## config.mk

```make
export PLATFORM = sky130hd
export DESIGN_NAME = lss_top
export DESIGN_NICKNAME = d
export VERILOG_FILES = /design/src/common/lss_pkg.sv /design/src/hw/lss_sync.sv /design/src/hw/lss_top.sv
export SDC_FILE = /design/constraint.sdc
export NUM_CORES = 1
export LEC_CHECK = 0
export ABC_AREA = 1
export BUFFER_PORTS_ARGS = -buffer_cell sky130_fd_sc_hd__buf_2
export CAP_MARGIN = 10
export CORE_MARGIN = 10
export CORE_UTILIZATION = 39
export DETAILED_ROUTE_END_ITERATION = 10
export PLACE_DENSITY = 0.61
export REMOVE_ABC_BUFFERS = 1
export SETUP_SLACK_MARGIN = 0.1
export SYNTH_ARGS = -nofsm -noshare
export SYNTH_HDL_FRONTEND = slang
export SYNTH_SLANG_ARGS = --single-unit
```

## constraint.sdc

```tcl
create_clock -name i_mclk -period 2.35 [get_ports i_mclk]
set_clock_uncertainty 0.15 [all_clocks]
set_input_delay 0.235 -clock i_mclk [delete_from_list [all_inputs] [get_ports i_mclk]]
set_output_delay 0.235 -clock i_mclk [all_outputs]
set_load 0.02 [all_outputs]
```

## src/common/lss_pkg.sv

```systemverilog
// Package: constants and carrier types for the LED sink shift/latch block
package lss_pkg;
	// ----------------------------------------------------------------
	// Widths and reset values
	// ----------------------------------------------------------------
	localparam int WORD_W = 8;
	localparam logic [7:0] SHIFT_RST = 8'h00;
	localparam logic [7:0] LATCH_RST = 8'h00;
	localparam logic [7:0] SINK_OFF = 8'h00;
	localparam logic [1:0] SYNC_RST = 2'h0;

	// ----------------------------------------------------------------
	// Timing
	// ----------------------------------------------------------------
	localparam int CLK_PERIOD_NS = 50;
	localparam int SYNC_STAGES = 2;
	// Pin edge to state change: two sync flops plus the state register that updates
	localparam int PIN_LAT_CYC = SYNC_STAGES + 1;

	// ----------------------------------------------------------------
	// Carriers
	// ----------------------------------------------------------------
	typedef struct packed {
		logic shift_clk;
		logic serial_in;
		logic load_strobe;
		logic out_en_b;
		logic over_temp;
		logic cool;
	} lss_pins_type;

	typedef struct packed {
		logic [7:0] sink_on;
		logic [7:0] sink_oe;
	} lss_sink_type;
endpackage

```

## src/hw/lss_sync.sv

```systemverilog
// Two-flop synchroniser for a group of asynchronous level inputs
`timescale 1ns/1ps
module lss_sync #(
	parameter int W = 6
) (
	// Clock and reset
	input wire logic i_mclk,
	input wire logic i_rst_b,
	// Async in, synced out
	input wire logic [W-1:0] i_async,
	output logic [W-1:0] o_sync
);
	logic [W-1:0] meta_reg;
	logic [W-1:0] sync_reg;

	// First stage feeds only the second stage
	always_ff @(posedge i_mclk) begin
		if (!i_rst_b) begin
			meta_reg <= '0;
			sync_reg <= '0;
		end else begin
			meta_reg <= i_async;
			sync_reg <= meta_reg;
		end
	end

	assign o_sync = sync_reg;
endmodule

```

## src/hw/lss_top.sv

```systemverilog
// Eight-channel LED sink driver: shift register, latch, output gating
`timescale 1ns/1ps
module lss_top (
	// Clock and reset
	input wire logic i_mclk,
	input wire logic i_rst_b,
	// Serial link pins (asynchronous)
	input wire logic i_shift_clk,
	input wire logic i_serial_in,
	input wire logic i_load_strobe,
	input wire logic i_out_en_b,
	// Thermal sensor levels (asynchronous)
	input wire logic i_over_temp,
	input wire logic i_cool,
	// Serial output and sinks
	output logic o_serial_out,
	output logic [7:0] o_sink_on,
	output logic [7:0] o_sink_oe,
	// Observation of internal state
	output logic [7:0] o_shift_word,
	output logic [7:0] o_latch_word
);
	// ----------------------------------------------------------------
	// Input synchronisation
	// ----------------------------------------------------------------
	lss_pkg::lss_pins_type pins_async;
	lss_pkg::lss_pins_type pins;
	lss_pkg::lss_sink_type sink;

	assign pins_async = '{shift_clk: i_shift_clk, serial_in: i_serial_in,
		load_strobe: i_load_strobe, out_en_b: i_out_en_b,
		over_temp: i_over_temp, cool: i_cool};

	lss_sync #(
		.W($bits(lss_pkg::lss_pins_type))
	) u_sync (
		.i_mclk(i_mclk),
		.i_rst_b(i_rst_b),
		.i_async(pins_async),
		.o_sync(pins)
	);

	// ----------------------------------------------------------------
	// State
	// ----------------------------------------------------------------
	logic sclk_d_reg;
	logic [7:0] shift_reg;
	logic [7:0] shift_next;
	logic [7:0] latch_reg;
	logic [7:0] latch_next;
	logic hot_reg;
	logic hot_next;
	logic [7:0] sink_on_reg;
	logic [7:0] sink_oe_reg;
	logic [7:0] sink_on_next;
	logic [7:0] sink_oe_next;
	logic [1:0] fill_reg;

	// ----------------------------------------------------------------
	// Decode
	// ----------------------------------------------------------------
	wire sclk_rise = pins.shift_clk && !sclk_d_reg;
	// Input enters bit 0 and ripples toward bit 7, the serial output
	assign shift_next = sclk_rise ? {shift_reg[6:0], pins.serial_in}
		: shift_reg;
	// Transparent while high; holding the last followed value at the fall
	// is the capture, so no separate edge logic is needed
	assign latch_next = pins.load_strobe ? shift_reg : latch_reg;
	// Hysteresis: hot sets on over-temp, clears only on cool
	assign hot_next = pins.over_temp ? 1'b1
		: (pins.cool ? 1'b0 : hot_reg);
	// Sync flops reset to zero, which reads as enabled; sinks stay off
	// until the flops hold real pin levels
	wire sync_live = fill_reg[1];
	wire drive_en = sync_live && !pins.out_en_b && !hot_reg;

	// Per-sink gating, one entry per channel
	genvar g;
	generate
		for (g = 0; g < lss_pkg::WORD_W; g++) begin : g_sink
			// Sink n follows latch bit n; a one pulls the LED on
			assign sink_on_next[g] = drive_en & latch_reg[g];
			assign sink_oe_next[g] = drive_en;
		end
	endgenerate

	// ----------------------------------------------------------------
	// Registers
	// ----------------------------------------------------------------
	// Enable and thermal state do not enter shift or latch paths
	always_ff @(posedge i_mclk) begin
		if (!i_rst_b) begin
			sclk_d_reg <= 1'b0;
			shift_reg <= lss_pkg::SHIFT_RST;
			latch_reg <= lss_pkg::LATCH_RST;
		end else begin
			sclk_d_reg <= pins.shift_clk;
			shift_reg <= shift_next;
			latch_reg <= latch_next;
		end
	end

	always_ff @(posedge i_mclk) begin
		if (!i_rst_b) begin
			hot_reg <= 1'b0;
			fill_reg <= lss_pkg::SYNC_RST;
			sink_on_reg <= lss_pkg::SINK_OFF;
			sink_oe_reg <= lss_pkg::SINK_OFF;
		end else begin
			hot_reg <= hot_next;
			fill_reg <= {fill_reg[0], 1'b1};
			sink_on_reg <= sink_on_next;
			sink_oe_reg <= sink_oe_next;
		end
	end

	assign sink = '{sink_on: sink_on_reg, sink_oe: sink_oe_reg};
	assign o_sink_on = sink.sink_on;
	assign o_sink_oe = sink.sink_oe;
	assign o_serial_out = shift_reg[7];
	assign o_shift_word = shift_reg;
	assign o_latch_word = latch_reg;

	// ----------------------------------------------------------------
	// Assertions
	// ----------------------------------------------------------------
	property p_shift;
		@(posedge i_mclk) disable iff (!i_rst_b)
		sclk_rise |=> shift_reg == {$past(shift_reg[6:0]),
			$past(pins.serial_in)};
	endproperty
	a_shift: assert property (p_shift)
		else $error("shift register did not advance on clock rise");

	property p_hold;
		@(posedge i_mclk) disable iff (!i_rst_b)
		!sclk_rise |=> $stable(shift_reg);
	endproperty
	a_hold: assert property (p_hold)
		else $error("shift register changed without clock rise");

	property p_dout;
		@(posedge i_mclk) disable iff (!i_rst_b)
		sclk_rise |=> o_serial_out == $past(shift_reg[6]);
	endproperty
	a_dout: assert property (p_dout)
		else $error("serial output not last stage");

	property p_transp;
		@(posedge i_mclk) disable iff (!i_rst_b)
		pins.load_strobe |=> latch_reg == $past(shift_reg);
	endproperty
	a_transp: assert property (p_transp)
		else $error("latch not transparent while strobe high");

	property p_latched;
		@(posedge i_mclk) disable iff (!i_rst_b)
		!pins.load_strobe |=> $stable(latch_reg);
	endproperty
	a_latched: assert property (p_latched)
		else $error("latch changed while strobe low");

	property p_blank;
		@(posedge i_mclk) disable iff (!i_rst_b)
		pins.out_en_b |=> o_sink_oe == 8'h00 && o_sink_on == 8'h00;
	endproperty
	a_blank: assert property (p_blank)
		else $error("sinks driven while enable high");

	property p_follow;
		@(posedge i_mclk) disable iff (!i_rst_b)
		sync_live && !pins.out_en_b && !hot_reg |=> o_sink_oe == 8'hFF
			&& o_sink_on == $past(latch_reg);
	endproperty
	a_follow: assert property (p_follow)
		else $error("sinks do not follow latch");

	property p_hot;
		@(posedge i_mclk) disable iff (!i_rst_b)
		pins.over_temp |=> ##1 o_sink_on == 8'h00 && o_sink_oe == 8'h00;
	endproperty
	a_hot: assert property (p_hot)
		else $error("sinks on during over-temperature");

	property p_hot_keep;
		@(posedge i_mclk) disable iff (!i_rst_b)
		hot_reg && !pins.load_strobe && !sclk_rise |=>
			$stable(latch_reg) && $stable(shift_reg);
	endproperty
	a_hot_keep: assert property (p_hot_keep)
		else $error("thermal state disturbed register or latch");

	c_shift: cover property (@(posedge i_mclk) disable iff (!i_rst_b)
		sclk_rise);
	c_load: cover property (@(posedge i_mclk) disable iff (!i_rst_b)
		pins.load_strobe ##1 !pins.load_strobe);
	c_hot: cover property (@(posedge i_mclk) disable iff (!i_rst_b)
		hot_reg ##1 !hot_reg);
	c_lit: cover property (@(posedge i_mclk) disable iff (!i_rst_b)
		o_sink_on != 8'h00);
endmodule

```

==> key figures <==
Outcome
  • Status: complete, no violations

Timing
  • F_max: 0.754 GHz
  • Final hold slack: 48.3 ps
  • Fin crit share: 56.4%
  • Slew headroom: 70.7%
  • Fin Setup TNS: 0 ps
  • PnR worst setup slack: 1020 ps
  • Unrepaired setup endpoints after global routing: no
  • Final hold violations: 0
  • Final setup violation count: 0
  • Worst-margin pin slew: 440 ps
  • Final Max Tran Viols: 0
  • Crit path time final: 1330 ps

Logic synthesis
  • Number of synthesized flops with an enable pin: 0
  • Mapped cell area: 1380 um2
  • Post-synth top area cell: dfxtp_1
  • Top FF cell, synth: dfxtp_1
  • Top cell type's share of synthesized area: 59.7%
  • Top cells by area, synth: dfxtp_1 60%, inv_1 9.6%, nor2_1 7.1%
  • Mapped Cells: 165
  • Ys async rst share: 0%
  • Post-synthesis sequential area ratio: 59.7%
  • Count leader, synth: dfxtp_1
  • Post-synth cell types: 12
  • Commonest cells in the netlist: 41 x dfxtp_1, 35 x inv_1, 26 x nor2_1
  • Mean Syn Cell Area: 8.33 um2
  • Ys Warns: 0
  • Flops & latches, synth: 41

Flow run
  • Max Cap Viol: 0

Critical path
  • Worst R2R End: o_shift_word[4]$_SDFFE_PN0P_
  • Cell breakdown of the critical path: buf_2
  • Setup crit start kind: flip-flop
  • CP arrival: 940 ps
  • Req. time, crit path: 1970 ps
  • Worst stage delay on the critical path: 410 ps
  • Crit. End Element: output pin
  • R2R depth: 4
  • Slowest-stage cell, CP: dfxtp_1
  • Kind of critical path: reg2out
  • Buf/Inv on CP: 1
  • Critical-path maximum fanout: 8
  • Crit path max-delay family: flip-flops
  • Internal reg-to-reg setup slack: 1180 ps
  • Critical R2R Launch: u_sync.o_sync[5]$_SDFF_PN0_

Final layout
  • Area Growth Syn to Fin: 20.9%
  • Finished layout cell area: 1660 um2
  • Ant diodes: 0
  • Nets@finish: 214
  • Share of cells above drive strength 1: 24.3%

Place
  • Port buffer count: 40
  • Gp weighted congestion: 0.749
  • Pre-CTS setup slack: 1100 ps
  • Post-Place Cell Area: 1550 um2
  • HPWL after detailed placement: 1890 um

GRT
  • Most Crowded Layer GR: met2
  • GRT Total Usage: 8.26%
  • Grt ovf: 0
  • Global Route met2 Usage: 11.4%
  • GR Util met1: 9.55%
  • Largest net degree at the start of global routing: 21
  • First-pass GRT wire length: 4140 um
  • Met3 Use GR: 5.97%
  • Number of global-route vias before repair: 886
  • Initial antenna violation count: 0

Routing
  • DRT iter0 DRCs: 62
  • DRC: 0
  • Via density: 3.88
  • Routed WL: 2520 um
  • DR pass1 iterations: 4
  • Routed Antenna Nets: 0
  • Routed len/inst: 10.0 um
  • Via count: 978

Die
  • Die height: 79.4 um
  • Die ar.: 6300 um2
  • Core area: 3360 um2
  • Chip Width: 79.4 um
  • Cell Rows: 21
  • Initial core utilization: 40.9%
  • I/O pin total: 41

Clock tree
  • H-tree depth: 2
  • CTS tree: done
  • CTS root buf: clkbuf_4
  • TritonCTS Buffers: 5
  • Post-cts sizing count: 0
  • Clock Sinks: 41
  • Worst-path clk slew: 110 ps
  • Skew-Pair Late Insertion Delay: 330 ps
  • Clk buf depth: 2

Power
  • Max VDD drop: 0.316 mV
  • Total power draw: 1.20 mW
  • P per Cell Area: 720 nW/um2
  • Leakage: 0.881 nW

Hold path
  • Number of cells on the worst hold path: 1
  • Worst hold path type: in2reg
  • Hold path start: i_rst_b
  • Min-Delay Endpoint: fill_reg[0]$_DFF_P_
-- cells by family (layout without fill, tap and decap cells) --
family                 Yosys count  in the layout  share of synthesized area [%]
AND/OR/NAND/NOR                 58             58                           17.6
AO/OA/AOI/OAI                   17             17                           6.19
buffers and inverters           49             90                           16.6
flip-flops                      41             41                           59.7
-- through the flow --
step                      std cells  utilization, %
after floorplan                 152               -
after global placement          239            46.0
after detailed placement        239            46.0
after CTS                       252            49.4
after global routing            252            49.4
final                           252            49.4
-- power breakdown --
group / leakage (nW) / switching, mW / internal, mW
Combinational: 0.513 / 0.0695 / 0.0437
Sequential: 0.336 / 0.0184 / 0.723
Clock: 0.0314 / 0.202 / 0.141
Total: 0.881 / 0.290 / 0.908
-- repair_timing --
item / 4_1_cts / 5_1_grt
hold buffers: 6 / 0
buffers inserted: 0 / 0
hold endpoints to repair: 6 / 0
-- layer usage --
metal | wire length (um) | vias up
li1 | - | 556
met1 | 1160 | 393
met2 | 1090 | 24
met3 | 239 | 5
met4 | 36 | 0
met5 | 0 | -
-- cell type report --
class	count	area [um2]
Clock buffer	7	55.1
Fill cell	363	1700
Tap cell	46	57.6
Multi-Input combinational cell	75	327
Timing Repair Buffer	47	268
Sequential cell	41	821
Inverter	36	135
-- worst max-delay path by stage --
stage	startpoint	end	depth (start not counted)
floorplan	o_sink_oe[0]$_SDFF_PN0_	o_sink_oe[0]	0
global placement	i_rst_b	o_latch_word[7]$_SDFFE_PN0P_	4
detailed placement	i_rst_b	o_latch_word[6]$_SDFFE_PN0P_	4
CTS	o_sink_oe[0]$_SDFF_PN0_	o_sink_oe[4]	1
global route	o_sink_oe[0]$_SDFF_PN0_	o_sink_oe[3]	1
finish	o_sink_oe[0]$_SDFF_PN0_	o_sink_oe[4]	1
-- placed cells by master, fill, tap and decap left out --
cell type	instances
o21ai_0	8
nand3_2	1
dlygate4sd3_1	6
buf_2	40
clkbuf_8	1
inv_2	1
a21oi_1	9
dfxtp_1	41
nand2_1	22
clkbuf_4	5
nor2_1	26
buf_4	1
clkbuf_1	1
nand3_1	8
inv_1	35
nor2_4	1
(Power assumes the default switching activity.)
